**config.mk**
```make
export PLATFORM = sky130hd
export DESIGN_NAME = assp_top
export DESIGN_NICKNAME = d
export VERILOG_FILES = /design/src/hw/assp_pkg.sv /design/src/hw/assp_top.sv /design/src/hw/assp_lane_swizzle.sv
export SDC_FILE = /design/constraint.sdc
export NUM_CORES = 1
export LEC_CHECK = 0
export BUFFER_PORTS_ARGS = -buffer_cell sky130_fd_sc_hd__buf_2
export CORE_ASPECT_RATIO = 1.75
export CORE_MARGIN = 5
export CORE_UTILIZATION = 48
export DETAILED_ROUTE_END_ITERATION = 6
export PLACE_DENSITY = 0.81
export SLEW_MARGIN = 20
export SYNTH_ARGS = -nofsm -noshare
export SYNTH_HDL_FRONTEND = slang
export SYNTH_SLANG_ARGS = --single-unit
```
**constraint.sdc**
```tcl
create_clock -name clk -period 3.7 [get_ports clk]
set_input_delay 0.74 -clock clk [delete_from_list [all_inputs] [get_ports clk]]
set_output_delay 0.74 -clock clk [all_outputs]
set_load 0.01 [all_outputs]
```
**src/hw/assp_pkg.sv**
```systemverilog
// Shared constants and enumerations of the store-split and peripheral-port bridge.
package assp_pkg;

  // Address-channel encodings.
  localparam logic [1:0] ASSP_BURST_INCR  = 2'h1;
  localparam logic [2:0] ASSP_SIZE_8      = 3'h0;
  localparam logic [2:0] ASSP_SIZE_16     = 3'h1;
  localparam logic [2:0] ASSP_SIZE_32     = 3'h2;
  localparam logic [2:0] ASSP_SIZE_64     = 3'h3;
  localparam logic [1:0] ASSP_LOCK_NORMAL = 2'h0;
  localparam logic [1:0] ASSP_LOCK_LOCKED = 2'h2;

  // Core access sizes.
  localparam logic [1:0] ASSP_ACC_BYTE = 2'h0;
  localparam logic [1:0] ASSP_ACC_HALF = 2'h1;
  localparam logic [1:0] ASSP_ACC_WORD = 2'h2;

  // Line geometry and burst limits.
  localparam int          ASSP_LINE_LSB      = 5;
  localparam logic [4:0]  ASSP_LINE_WORDS    = 5'h08;
  localparam logic [4:0]  ASSP_PP_MAX_BEATS  = 5'h02;
  localparam logic [31:0] ASSP_PP_STEP       = 32'h0000_0008;

  // Strobe patterns.
  localparam logic [7:0] ASSP_STRB64_ALL  = 8'hff;
  localparam logic [7:0] ASSP_STRB64_LOW  = 8'h0f;
  localparam logic [7:0] ASSP_STRB64_HIGH = 8'hf0;
  localparam logic [3:0] ASSP_STRB32_ALL  = 4'hf;
  localparam logic [3:0] ASSP_STRB32_HALF = 4'h3;
  localparam logic [3:0] ASSP_STRB32_BYTE = 4'h1;
  localparam logic [3:0] ASSP_STRB32_NONE = 4'h0;

  // Endianness modes.
  typedef enum logic [1:0] {
    ASSP_END_LE,
    ASSP_END_BYTE_INV,
    ASSP_END_WORD_INV
  } assp_endian_e;

endpackage : assp_pkg

```
**src/hw/assp_top.sv**
```systemverilog
// Store splitter, peripheral-port shaper, lane swizzle and lock release for the core's bus ports.
module assp_top
  import assp_pkg::*;
(
  // Clock, reset and enable
  input  wire logic        clk,
  input  wire logic        reset_n,
  input  wire logic        ce,
  // Endianness control bits
  input  wire logic        sysctl_u,
  input  wire logic        sysctl_b,
  input  wire logic        sysctl_e,
  // Core request
  input  wire logic        req_valid,
  output logic             req_ready,
  input  wire logic        req_periph,
  input  wire logic        req_write,
  input  wire logic        req_lock,
  input  wire logic [1:0]  req_size,
  input  wire logic [4:0]  req_words,
  input  wire logic [31:0] req_addr,
  input  wire logic        swap_rd_abort,
  // Data port address channel
  output logic             dp_avalid,
  input  wire logic        dp_aready,
  output logic             dp_awrite,
  output logic [31:0]      dp_addr,
  output logic [1:0]       dp_burst,
  output logic [2:0]       dp_size,
  output logic [3:0]       dp_len,
  output logic [7:0]       dp_strb,
  output logic [1:0]       dp_lock,
  // Peripheral port address channel
  output logic             pp_avalid,
  input  wire logic        pp_aready,
  output logic             pp_awrite,
  output logic [31:0]      periph_addr,
  output logic [1:0]       periph_burst_type,
  output logic [2:0]       periph_transfer_size,
  output logic [3:0]       periph_burst_length,
  output logic [3:0]       periph_write_strobe,
  output logic [1:0]       pp_lock,
  // Write data beat
  input  wire logic        core_wvalid,
  output logic             core_wready,
  input  wire logic [1:0]  core_wsize,
  input  wire logic [63:0] core_wdata,
  input  wire logic [7:0]  core_wstrb,
  output logic             bus_wvalid,
  input  wire logic        bus_wready,
  output logic [63:0]      bus_wdata,
  output logic [7:0]       bus_wstrb
);

  typedef enum logic [1:0] {
    ASSP_IDLE,
    ASSP_ISSUE
  } assp_fsm_e;

  typedef struct packed {
    assp_fsm_e   fsm;
    logic [31:0] cur_addr;
    logic [4:0]  left;
    logic        periph;
    logic        write;
    logic        lock_pend;
    logic        lock_periph;
    logic [31:0] lock_addr;
    logic        dummy_pend;
    logic        req_ready;
    logic        dp_avalid;
    logic        dp_awrite;
    logic [31:0] dp_addr;
    logic [2:0]  dp_size;
    logic [3:0]  dp_len;
    logic [7:0]  dp_strb;
    logic [1:0]  dp_lock;
    logic        pp_avalid;
    logic        pp_awrite;
    logic [31:0] pp_addr;
    logic [2:0]  pp_size;
    logic [3:0]  pp_len;
    logic [3:0]  pp_strb;
    logic [1:0]  pp_lock;
    logic        core_wready;
    logic        w_valid;
    logic [63:0] w_data;
    logic [7:0]  w_strb;
  } assp_state_s;

  assp_state_s  s_r;
  assp_state_s  s_nxt;
  assp_endian_e mode;
  logic [63:0]  swz_data;
  logic [7:0]   swz_strb;
  logic         hs_dp;
  logic         hs_pp;

  // Data-port piece: {words, size, len, first strobe} for a start word and words left.
  function automatic logic [19:0] dp_piece(input logic [2:0] k, input logic [4:0] left,
                                           input logic first);
    logic [4:0] room;
    logic [4:0] w;
    room = first ? (ASSP_LINE_WORDS - {2'h0, k}) : ASSP_LINE_WORDS;
    w    = (left < room) ? left : room;
    if (!k[0] && !w[0])
      dp_piece = {w, ASSP_SIZE_64, 4'((w >> 1) - 5'h01), ASSP_STRB64_ALL};
    else
      dp_piece = {w, ASSP_SIZE_32, 4'(w - 5'h01), k[0] ? ASSP_STRB64_HIGH : ASSP_STRB64_LOW};
  endfunction

  // Peripheral piece: {words, size, len, strobe}; sub-word accesses are one beat.
  function automatic logic [15:0] pp_piece(input logic [1:0] lane, input logic [1:0] sz,
                                           input logic [4:0] left, input logic wr);
    logic [4:0] w;
    logic [3:0] st;
    w = (left < ASSP_PP_MAX_BEATS) ? left : ASSP_PP_MAX_BEATS;
    if (sz == ASSP_ACC_BYTE)
      pp_piece = {5'h01, ASSP_SIZE_8, 4'h0, ASSP_STRB32_BYTE << lane};
    else if (sz == ASSP_ACC_HALF)
      pp_piece = {5'h01, ASSP_SIZE_16, 4'h0, ASSP_STRB32_HALF << {lane[1], 1'b0}};
    else
      pp_piece = {w, ASSP_SIZE_32, 4'(w - 5'h01), ASSP_STRB32_ALL};
    st = wr ? pp_piece[3:0] : ASSP_STRB32_NONE;
    pp_piece[3:0] = st;
  endfunction

  // Mode select from the control bits.
  always_comb
  begin
    if (sysctl_e)
      mode = ASSP_END_BYTE_INV;
    else if (sysctl_b && !sysctl_u)
      mode = ASSP_END_WORD_INV;
    else
      mode = ASSP_END_LE;
  end

  assp_lane_swizzle #(
    .NWORDS   (2)
  ) u_swizzle (
    .mode     (mode),
    .acc_size (core_wsize),
    .in_data  (core_wdata),
    .in_strb  (core_wstrb),
    .out_data (swz_data),
    .out_strb (swz_strb)
  );

  assign hs_dp = s_r.dp_avalid && dp_aready;
  assign hs_pp = s_r.pp_avalid && pp_aready;

  always_comb
  begin
    logic [19:0] dpc;
    logic [15:0] ppc;
    logic [31:0] a;
    logic [4:0]  cnt;
    s_nxt = s_r;
    dpc   = '0;
    ppc   = '0;
    a     = '0;
    cnt   = '0;
    if (hs_dp)
      s_nxt.dp_avalid = 1'b0;
    if (hs_pp)
      s_nxt.pp_avalid = 1'b0;
    case (s_r.fsm)
      ASSP_IDLE:
      begin
        if (s_r.dummy_pend)
        begin
          // Unlocked write with no strobes releases the interconnect lock.
          s_nxt.dummy_pend = 1'b0;
          s_nxt.lock_pend  = 1'b0;
          s_nxt.left       = 5'h00;
          s_nxt.fsm        = ASSP_ISSUE;
          if (s_r.lock_periph)
          begin
            s_nxt.pp_avalid = 1'b1;
            s_nxt.pp_awrite = 1'b1;
            s_nxt.pp_addr   = s_r.lock_addr;
            s_nxt.pp_size   = ASSP_SIZE_32;
            s_nxt.pp_len    = 4'h0;
            s_nxt.pp_strb   = ASSP_STRB32_NONE;
            s_nxt.pp_lock   = ASSP_LOCK_NORMAL;
          end
          else
          begin
            s_nxt.dp_avalid = 1'b1;
            s_nxt.dp_awrite = 1'b1;
            s_nxt.dp_addr   = s_r.lock_addr;
            s_nxt.dp_size   = ASSP_SIZE_32;
            s_nxt.dp_len    = 4'h0;
            s_nxt.dp_strb   = 8'h00;
            s_nxt.dp_lock   = ASSP_LOCK_NORMAL;
          end
        end
        else if (req_valid && s_r.req_ready)
        begin
          s_nxt.periph = req_periph;
          s_nxt.write  = req_write;
          s_nxt.fsm    = ASSP_ISSUE;
          cnt = (req_words == 5'h00) ? 5'h01 : req_words;
          if (req_lock)
          begin
            s_nxt.lock_pend   = 1'b1;
            s_nxt.lock_periph = req_periph;
            s_nxt.lock_addr   = req_addr;
          end
          else
            s_nxt.lock_pend = 1'b0;
          if (req_periph)
          begin
            // Low address bits cleared to the access size.
            if (req_size == ASSP_ACC_BYTE)
              a = req_addr;
            else if (req_size == ASSP_ACC_HALF)
              a = {req_addr[31:1], 1'b0};
            else
              a = {req_addr[31:2], 2'h0};
            ppc = pp_piece(a[1:0], req_size, cnt, req_write);
            s_nxt.pp_avalid = 1'b1;
            s_nxt.pp_awrite = req_write;
            s_nxt.pp_addr   = a;
            s_nxt.pp_size   = ppc[10:8];
            s_nxt.pp_len    = ppc[7:4];
            s_nxt.pp_strb   = ppc[3:0];
            s_nxt.pp_lock   = req_lock ? ASSP_LOCK_LOCKED : ASSP_LOCK_NORMAL;
            s_nxt.cur_addr  = a;
            s_nxt.left      = (req_size == ASSP_ACC_WORD) ? cnt - ppc[15:11] : 5'h00;
          end
          else
          begin
            // Start piece covers the words up to the end of the line.
            a   = {req_addr[31:2], 2'h0};
            dpc = dp_piece(a[4:2], cnt, 1'b1);
            s_nxt.dp_avalid = 1'b1;
            s_nxt.dp_awrite = req_write;
            s_nxt.dp_addr   = a;
            s_nxt.dp_size   = dpc[14:12];
            s_nxt.dp_len    = dpc[11:8];
            s_nxt.dp_strb   = req_write ? dpc[7:0] : 8'h00;
            s_nxt.dp_lock   = req_lock ? ASSP_LOCK_LOCKED : ASSP_LOCK_NORMAL;
            s_nxt.cur_addr  = {a[31:ASSP_LINE_LSB], 5'h00};
            s_nxt.left      = cnt - dpc[19:15];
          end
        end
      end
      ASSP_ISSUE:
      begin
        if ((hs_dp && !s_r.periph) || (hs_pp && s_r.periph) || hs_dp || hs_pp)
        begin
          if (s_r.left == 5'h00)
            s_nxt.fsm = ASSP_IDLE;
          else if (s_r.periph)
          begin
            a   = s_r.cur_addr + ASSP_PP_STEP;
            ppc = pp_piece(2'h0, ASSP_ACC_WORD, s_r.left, s_r.write);
            s_nxt.pp_avalid = 1'b1;
            s_nxt.pp_addr   = a;
            s_nxt.pp_size   = ppc[10:8];
            s_nxt.pp_len    = ppc[7:4];
            s_nxt.pp_strb   = ppc[3:0];
            s_nxt.pp_lock   = ASSP_LOCK_NORMAL;
            s_nxt.cur_addr  = a;
            s_nxt.left      = s_r.left - ppc[15:11];
          end
          else
          begin
            // Later pieces wrap to the line base, issued back to back.
            dpc = dp_piece(3'h0, s_r.left, 1'b0);
            s_nxt.dp_avalid = 1'b1;
            s_nxt.dp_addr   = s_r.cur_addr;
            s_nxt.dp_size   = dpc[14:12];
            s_nxt.dp_len    = dpc[11:8];
            s_nxt.dp_strb   = s_r.write ? dpc[7:0] : 8'h00;
            s_nxt.dp_lock   = ASSP_LOCK_NORMAL;
            s_nxt.left      = s_r.left - dpc[19:15];
          end
        end
      end
      default:
        s_nxt.fsm = ASSP_IDLE;
    endcase
    // An abort landing with the clear keeps the dummy pending.
    if (swap_rd_abort && s_r.lock_pend)
      s_nxt.dummy_pend = 1'b1;
    s_nxt.req_ready = (s_nxt.fsm == ASSP_IDLE) && !s_nxt.dummy_pend;
    // One-entry write beat stage; half rate is traded for a registered ready.
    if (s_r.w_valid && bus_wready)
      s_nxt.w_valid = 1'b0;
    if (core_wvalid && s_r.core_wready)
    begin
      s_nxt.w_valid = 1'b1;
      s_nxt.w_data  = swz_data;
      s_nxt.w_strb  = swz_strb;
    end
    s_nxt.core_wready = !s_nxt.w_valid;
  end

  always_ff @(posedge clk)
  begin
    if (!reset_n)
      s_r <= '0;
    else if (ce)
      s_r <= s_nxt;
  end

  assign req_ready            = s_r.req_ready;
  assign dp_avalid            = s_r.dp_avalid;
  assign dp_awrite            = s_r.dp_awrite;
  assign dp_addr              = s_r.dp_addr;
  assign dp_burst             = ASSP_BURST_INCR;
  assign dp_size              = s_r.dp_size;
  assign dp_len               = s_r.dp_len;
  assign dp_strb              = s_r.dp_strb;
  assign dp_lock              = s_r.dp_lock;
  assign pp_avalid            = s_r.pp_avalid;
  assign pp_awrite            = s_r.pp_awrite;
  assign periph_addr          = s_r.pp_addr;
  assign periph_burst_type    = ASSP_BURST_INCR;
  assign periph_transfer_size = s_r.pp_size;
  assign periph_burst_length  = s_r.pp_len;
  assign periph_write_strobe  = s_r.pp_strb;
  assign pp_lock              = s_r.pp_lock;
  assign core_wready          = s_r.core_wready;
  assign bus_wvalid           = s_r.w_valid;
  assign bus_wdata            = s_r.w_data;
  assign bus_wstrb            = s_r.w_strb;
endmodule // assp_top

```
**src/hw/assp_lane_swizzle.sv**
```systemverilog
// Per-word byte-lane and strobe rearrangement for the big-endian modes.
module assp_lane_swizzle
  import assp_pkg::*;
#(
  parameter int NWORDS = 2
)
(
  // Mode and access size
  input  wire assp_endian_e      mode,
  input  wire logic [1:0]        acc_size,
  // Core-side beat
  input  wire logic [NWORDS*32-1:0] in_data,
  input  wire logic [NWORDS*4-1:0]  in_strb,
  // Bus-side beat
  output logic      [NWORDS*32-1:0] out_data,
  output logic      [NWORDS*4-1:0]  out_strb
);

  // Each 32-bit word is handled on its own, so wide beats never reorder across words.
  for (genvar w = 0; w < NWORDS; w++)
  begin : g_word
    logic [31:0] d;
    logic [3:0]  s;
    logic [31:0] rd;
    logic [3:0]  rs;
    assign d = in_data[w*32 +: 32];
    assign s = in_strb[w*4 +: 4];
    always_comb
    begin
      rd = d;
      rs = s;
      case (mode)
        ASSP_END_BYTE_INV:
        begin
          // Data reversed within the access; strobes keep their lanes.
          if (acc_size == ASSP_ACC_WORD)
            rd = {d[7:0], d[15:8], d[23:16], d[31:24]};
          else if (acc_size == ASSP_ACC_HALF)
            rd = {d[23:16], d[31:24], d[7:0], d[15:8]};
        end
        ASSP_END_WORD_INV:
        begin
          // Sub-word lanes mirrored so software keeps its word-invariant image.
          if (acc_size == ASSP_ACC_HALF)
          begin
            rd = {d[15:0], d[31:16]};
            rs = {s[1:0], s[3:2]};
          end
          else if (acc_size == ASSP_ACC_BYTE)
          begin
            rd = {d[7:0], d[15:8], d[23:16], d[31:24]};
            rs = {s[0], s[1], s[2], s[3]};
          end
        end
        default:
        begin
          rd = d;
          rs = s;
        end
      endcase
    end
    assign out_data[w*32 +: 32] = rd;
    assign out_strb[w*4 +: 4]   = rs;
  end

endmodule // assp_lane_swizzle

```
-- Word-level counts from Yosys, hierarchy flattened
Index checks and enable logic that the tools add are counted.
- order comparisons: 4
- eq/ne operators: 21
- add/sub/neg operators: 12
- shift operators: 2
- bitwise logic cells: 1
- reductions and logical operators: 39
- muxes and demuxes: 96
- operator list (kind ; number):
    32-bit 2-to-1 mux ; 14
    98-bit 2-to-1 mux ; 2
    16-bit 2-to-1 mux ; 11
    20-bit 2-to-1 mux ; 8
    45-bit 2-to-1 mux ; 3
    32-bit case mux with 2 select lines ; 2
    51-bit 2-to-1 mux ; 2
    50-bit 2-to-1 mux ; 2
    50-bit case mux with 2 select lines ; 1
    47-bit 2-to-1 mux ; 2
    45-bit case mux with 2 select lines ; 1
    75-bit 2-to-1 mux ; 1
    37-bit 2-to-1 mux ; 2
    37-bit case mux with 2 select lines ; 1
    73-bit 2-to-1 mux ; 1
    49-bit 2-to-1 mux ; 1
    5-bit 2-to-1 mux ; 8
    39-bit 2-to-1 mux ; 1
    33-bit 2-to-1 mux ; 1
    32-bit by 4-bit adder with 32-bit output, second input constant ; 1
    4-bit 2-to-1 mux ; 8
    8-bit 2-to-1 mux ; 3
    4-bit by 1-bit subtractor with 4-bit output, second input constant ; 6
    5-bit AND reduction ; 4
    other kinds (29) ; 89
- input bits: 128
- output and inout bits: 177
- logic and storage cells: 203
- register bits after elaboration: 249

-- Depth between registers and ports, before layout
Gate-level depths: netlist (run 1).
- depth in word-level cells: 22
- depth in mapped cells: 17

-- Cells and area by module
From an unflattened synthesis (run 1), not the netlist that was laid out.
- cells, all modules: 2073
- area total of the unflattened synthesis: 16614.7 um^2
- by module, submodules not included (module ; area an instance (um^2) ; seq. area each (um^2) ; cells an instance ; instances):
    assp_top ; 12669.7 ; 4784.6 ; 1597 ; 1
    assp_lane_swizzle ; 3945.0 ; 0.0 ; 476 ; 1

-- Least setup slack after synthesis (run 1)
No wires, ideal clock.
- path kind: input-to-reg
- start point: input port req_addr[2]
- end point: register s_r[214] (netlist name)
- path slack: -314 ps
- stages on the path: 17
- arrival time: 3878 ps
- required time: 3564 ps
- cell sequence: clkbuf_1 -> inv_1 -> ha_1 -> xnor2_1 -> inv_1 -> ha_1 -> a211oi_1 -> and2_1 -> a22oi_1 -> ha_1 -> fa_1 -> nand2b_1 -> a21boi_0 -> or3_1 -> a21oi_1 -> o21ai_0 -> a31oi_1
- cells in the longest elaborated chain, start to end: 12
- ends and longest elaborated chain (item ; line ; RTL):
    from (decl) ; assp_top.sv:21 ; input wire logic [31:0] req_addr,
    4-bit by 3-bit subtractor with 5-bit output * ; assp_top.sv:104 ; room = first ? (ASSP_LINE_WORDS - {2'h0, k}) : ASSP_LINE_WORDS;
    5-bit less-than comparator ; assp_top.sv:105 ; w = (left < room) ? left : room;
    5-bit 2-to-1 mux * ; assp_top.sv:105 ;
    20-bit 2-to-1 mux * ; assp_top.sv:213 ; if (req_periph)
    20-bit 2-to-1 mux * ; assp_top.sv:199 ; else if (req_valid && s_r.req_ready)
    20-bit 2-to-1 mux * ; assp_top.sv:171 ; if (s_r.dummy_pend)
    20-bit 2-to-1 mux * ; assp_top.sv:168 ; case (s_r.fsm)
    5-bit subtractor * ; assp_top.sv:246 ; s_nxt.left = cnt - dpc[19:15];
    37-bit 2-to-1 mux * ; assp_top.sv:213 ;
    75-bit 2-to-1 mux * ; assp_top.sv:199 ;
    5-bit 2-to-1 mux * ; assp_top.sv:171 ;
    37-bit case mux with 2 select lines * ; assp_top.sv:168 ;
    to (signal assigned) ; assp_top.sv:307 ; s_r <= s_nxt;
    to (decl) ; assp_top.sv:91 ; assp_state_s s_r;
Every way passes the cells marked *; elsewhere a longest branch is shown, timed or not. The select of a mux whose other input is x is not followed.
A chain may end at the register's enable or synchronous reset.

-- Final worst setup path (run 1)
Ends and elaborated chain as after synthesis.

==> results of run 1 <==
-- through the flow --
stage / utilization / hold WS, ps
floorplan: - / 432
global placement: 0.503 / 444
detailed placement: 0.503 / 448
CTS: 0.530 / 443
global route: 0.530 / 467
finish: 0.530 / 457
-- cells in the mapped netlist (all sizes together) (5+ instances only) --
master,count
o22ai,5
or3,8
mux2i,75
a311oi,34
o211a,5
nand2,172
a211oi,147
a22oi,41
xor2,11
nor3,90
buf,222
o31ai,8
xnor2,20
ha,20
and2,12
nand2b,67
o211ai,79
a21o,9
nor3b,6
o21ai,189
a21oi,109
nand4,16
a31oi,5
a222oi,12
nand3,21
a221oi,30
nor4,12
inv,30
dfxtp,239
nor2,264
nor2b,10
clkbuf,140
-- tightest hold or removal path: stages, from the launching register on --
cell and delay (ps):
dfxtp_1 310, nand2_1 50, a21oi_1 50
-- sequential cells by signal (all words and copies together) (netlist names), 2 cells and up --
register and cells:
bus_wstrb 8, periph_transfer_size 2, dp_addr 32, periph_burst_length 4, periph_addr 32, dp_strb 2, dp_size 2, periph_write_strobe 4
bus_wdata 64, s_r 76, dp_len 4
-- power by group through the flow --
stage | logic [uW] | registers [uW] | clock network (uW)
3_5_place_dp | 1160 | 2780 | 0
5_1_grt | 1290 | 2730 | 3010
2_1_floorplan | 843 | 2760 | 0
3_3_place_gp | 1120 | 2780 | 0
6_report | 1170 | 2720 | 2850
4_1_cts | 1160 | 2720 | 2910
-- placed cells by master (no fill, tap or decap), types with 9 or more instances in the layout --
cell / instances
nand2b_1: 67
nor2_1: 262
a311oi_1: 33
buf_4: 58
nand4_1: 15
a211oi_1: 141
clkbuf_16: 25
o211ai_1: 78
a21oi_1: 108
buf_2: 293
dfxtp_1: 239
nand2_1: 172
a22oi_1: 41
nor4_1: 9
xor2_1: 11
xnor2_1: 20
and2_1: 11
o21ai_0: 183
nor3_1: 90
a221oi_1: 29
mux2i_1: 75
nor2b_1: 10
inv_1: 27
nand3_1: 20
a21o_1: 9
a222oi_1: 12
ha_1: 19
conb_1: 10
-- worst paths after layout --
kind	start	endpoint	slack, ps	cells after the start
hold reg to reg	bus_wstrb[1]	bus_wstrb[1]	460	2
setup reg to reg	s_r[248]	periph_addr[11]	900	7
setup / recovery	req_addr[2]	s_r[214]	410	17
hold / removal	bus_wstrb[1]	bus_wstrb[1]	460	2
-- final cells by class --
class | count | share of cell area
clock inverter | 17 | 0.0157
timing repair buffer | 358 | 0.114
inverter | 30 | 0.00660
antenna | 1 | 0.000140
sequential | 239 | 0.268
multi-input combinational | 1540 | 0.528
clock buffer | 27 | 0.0355
tap | 455 | 0.0319
-- routing by layer --
metal / GRT usage / vias to the layer above
li1: - / 7726
met1: 0.274 / 7765
met2: 0.477 / 778
met3: 0.0373 / 196
met4: 0.143 / 2
met5: 0 / -
-- cells by family (layout without fill, tap and decap cells) --
family	Yosys count	after routing
buf+inv	392	432
fa+ha+maj	23	23
compound gates	703	703
xor+xnor	31	31
simple gates	696	696
other cells	2	11
flops	239	239
mux	77	77
==> impl_metrics.yaml, run 1 <==
routing:
  dr_wl_met2_um: 26600
  drt_iter0_markers: 1208
  drtPass1Iterations: 6
  ant_nets: 0
  wl_per_cell_um: 19.0
  vias: 16500
  dr_wl_met3_um: 3640
  vias_per_cell: 6.17
  wl_met1_um: 17500
  postRouteWirelength_um: 50600
  highest_layer: "met5"
  drc: 0
floorplanning:
  core_area_um2: 33600
  dieArea_um2: 37800
  die_h_um: 254
  ios: 305
  dieWidth_um: 149
  rows: 89
  start_util: 0.484
layout:
  syn2layout_area_growth_pct: 9.48
  fin_cells: 2667
  fill_cells: 3215
  seq_area_um2: 4780
  finalNetCount: 2344
  multi_input_area_um2: 9410
  drive_gt1_frac: 0.198
  design_area_um2: 17800
cts:
  cts_made_buffers: 24
  clock_sinks: 239
  cts_tree: "built"
  cts_repair_resize_count: 0
  clkTransAtPathRegs_ps: 70
  cts_root_buffer: "clkbuf_16"
  clk_path_buf_depth: 3
  clk_latency_ps: 550
  cts_hold_buf: 0
  cts_htree_levels: 1
  cts_setup_buffers: 0
worst_setup_path:
  cp-end-kind: "register"
  worst-path-max-fanout: 4
  cpLargestDelayFamily: "adder cells"
  path_cells: "buf_2 -> inv_1 -> ha_1 -> xnor2_1 -> inv_1 -> ha_1 -> nand3b_1 -> o211ai_1 -> a22oi_1 -> ha_2 -> fa_1 -> nand2b_1 -> a21boi_0 -> or3_1 -> a21oi_1 -> o21ai_0 -> a31oi_1"
  cpPeakStageDelay_ps: 440
  start_kind: "input port"
  crit_slowest_cell: "fa_1"
  critPathRequiredTime_ps: 4090
  crit_buf_inv: 3
  crit_type: "in2reg"
  worst_ep_arrival_time_ps: 3680
power_and_ir_drop:
  p_comb_frac: 0.174
  leakage_uw: 0.00678
  power.density_nw_per_um2: 379
  p_total_uw: 6750
  p_int_uw: 4840
  ir_drop_v: 0.000353
  clockPowerShare: 0.423
  seqPwrFrac: 0.404
  swShare: 0.283
  netSwitchingPower_uw: 1910
global_routing:
  grt_overflow_total: 0
  antenna_found_initial: 2
  track_usage: 0.257
  grt_pass1_wl_um: 80600
  grt_max_degree: 130
  grt_pass1_vias: 16000
placement:
  numPortBuffers: 296
  place_congestion: 0.902
  hpwl_um: 36200
  post_dp_cell_area_um2: 16900
  post-place-ws_ps: -55.4
  dp.cells: 2622
timing:
  min_period_ps: 3290
  final_max_slew_viol_count: 0
  period_share: 0.890
  slew_headroom: 0.440
  setup_viol: 0
  hold_violations: 0
  final.setup.tns_ps: 0
  worstMarginPinSlew_ps: 840
  rsz0062_at_grt: "no"
  fmax_mhz: 304
  fin_ws_ps: 406
  finClkSkew_ps: 27.2
yosys:
  ys_types: 78
  seq_area_frac_synth: 0.294
  netlist_area_um2: 16300
  synth_xor_area_frac: 0.0167
  synth_top_family_by_area: "compound AO/OA/AOI/OAI gates"
  synth_edf_count: 0
  synth_warnings: 0
  synth_simple_gate_area_frac: 0.197
  synthCells: 2163
  yosysTopAreaCell: "dfxtp_1"
  muxShareOfSynthArea: 0.0475
  syn_area_per_cell_um2: 7.53
  yosys-top-cells-area: "dfxtp_1, buf_4, a211oi_1, nor2_1, o21ai_0"
  synthArstFlopShare: 0
  synth-adder-area-share: 0.0191
  synth_ff_type: "dfxtp_1"
  ys_seq_elements: 239
  synth_top_area_share: 0.294
  synth_compound_area_frac: 0.292
flow_run:
  maxCapViolations: 0
run_status:
  status: "finished clean"
hold_path:
  hp-class: "reg2reg"
No activity file was read; power rests on OpenSTA's default activity.
==> inputs of run 2 (changes only) <==
Settings changed: CORE_UTILIZATION 48 to 52, PLACE_DENSITY 0.81 to 0.86, SKIP_CTS_REPAIR_TIMING set to 1.
==> impl_metrics.yaml, run 2 (synthesized netlist as in run 1, its figures left out) <==
floorplanning:
  start_util: 0.528
  core_area_um2: 30800
  ios: 305
  dieArea_um2: 35100
  dieWidth_um: 144
  rows: 85
  die_h_um: 244
layout:
  final_common_cell: "buf_2"
  syn2layout_area_growth_pct: 8.85
  top_register: "s_r"
  design_area_um2: 17700
  fill_cells: 2741
  finalNetCount: 2341
  multi_input_area_um2: 9410
  fin_cells: 2604
  drive_gt1_frac: 0.197
  most-common-layout-cells: "buf_2, nor2_1, dfxtp_1"
  seq_area_um2: 4780
  largest_reg_flops: 76
global_routing:
  grt_max_degree: 130
  track_usage: 0.273
  grt_pass1_wl_um: 79500
  grt_pass1_vias: 15700
  grt_overflow_total: 0
  antenna_found_initial: 4
worst_setup_path:
  critPathRequiredTime_ps: 4080
  cp-end-kind: "register"
  path_cells: "buf_2 -> inv_1 -> ha_1 -> xnor2_1 -> inv_1 -> ha_1 -> nand3b_1 -> o211ai_1 -> a22oi_1 -> ha_2 -> fa_1 -> nand2b_1 -> a21boi_0 -> or3_1 -> a21oi_1 -> o21ai_0 -> a31oi_1"
  cpPeakStageDelay_ps: 440
  crit_slowest_cell: "fa_1"
  start_kind: "input port"
  cpLargestDelayFamily: "adder cells"
  crit_type: "in2reg"
  crit_buf_inv: 3
  worst_ep_arrival_time_ps: 3740
  worst-path-max-fanout: 4
cts:
  cts_root_buffer: "clkbuf_16"
  clock_sinks: 239
  clk_latency_ps: 550
  cts_htree_levels: 1
  clkTransAtPathRegs_ps: 60
  clk_path_buf_depth: 3
  cts_tree: "built"
  cts_made_buffers: 25
timing:
  worstMarginPinSlew_ps: 1010
  slew_headroom: 0.325
  final_max_slew_viol_count: 0
  period_share: 0.907
  hold_violations: 0
  finClkSkew_ps: 13.8
  min_period_ps: 3350
  final.setup.tns_ps: 0
  rsz0062_at_grt: "no"
  fmax_mhz: 298
  setup_viol: 0
routing:
  vias: 16400
  postRouteWirelength_um: 50300
  wl_per_cell_um: 19.3
  vias_per_cell: 6.29
  drc: 0
  drtPass1Iterations: 6
  drt_iter0_markers: 1520
  ant_nets: 0
hold_path:
  hp-class: "reg2reg"
power_and_ir_drop:
  leakage_uw: 0.00675
  ir_drop_v: 0.000429
  power.density_nw_per_um2: 373
  p_total_uw: 6610
placement:
  hpwl_um: 35500
  post_dp_cell_area_um2: 16800
  numPortBuffers: 296
  place_congestion: 0.920
  dp.cells: 2554
run_status:
  status: "finished clean"
flow_run:
  maxCapViolations: 0
## run 2: changes by cell type in the layout (fill, tap and decap cells not counted)
cell / change
buf_4: -7
buf_12: +3
bufinv_16: -3
clkinv_4: -3
clkinvlp_4: +3
diode_2: +3
clkbuf_8: +2
clkinv_2: +1
clkinv_8: +1
inv_6: +1
## run 2: through the flow
step | hold WS [ps] | setup slack [ps] | util
2_1_floorplan | 432 | 4.50 | -
3_3_place_gp | 443 | -5.13 | 0.546
3_5_place_dp | 445 | -168 | 0.546
4_1_cts | 441 | 398 | 0.574
5_1_grt | 458 | 143 | 0.574
6_report | 452 | 345 | 0.575
## run 2: final timing paths
check                           cells after the start  slack (ps)         start         endpoint
worst min-delay path                                2         450  bus_wstrb[6]     bus_wstrb[6]
worst max register to register                      6        1000      s_r[220]  periph_addr[26]
worst max-delay path                               17         350   req_addr[2]         s_r[214]
worst min register to register                      2         450  bus_wstrb[6]     bus_wstrb[6]
## run 2: per-layer routing
metal  track usage  part of all wire  vias to the layer above
met5             0           0.00026                        -
met4         0.154             0.058                        2
met3        0.0446             0.083                      192
met2         0.499              0.52                      834
met1         0.291              0.34                     7636
li1              -                 -                     7728
## run 2: worst min-delay path: stages, from the launching register on
cell and delay [ps]:
dfxtp_1 310, nand2_1 50, a21oi_1 50
## run 2: layout make-up
class,count,share of cell area
inverters,30,0.00664
flip-flops and latches,239,0.270
diodes,4,0.000565
well taps,391,0.0276
clock inverters,17,0.0121
repair buffers,354,0.115
clock buffers,29,0.0373
multi-input cells,1540,0.531
## run 2: where the power goes
group	switching [uW]	leakage (uW)	internal, uW
Combinational	726	0.00439	445
Sequential	65.7	0.00194	2660
Clock	1140	0.000425	1580
Total	1940	0.00675	4680
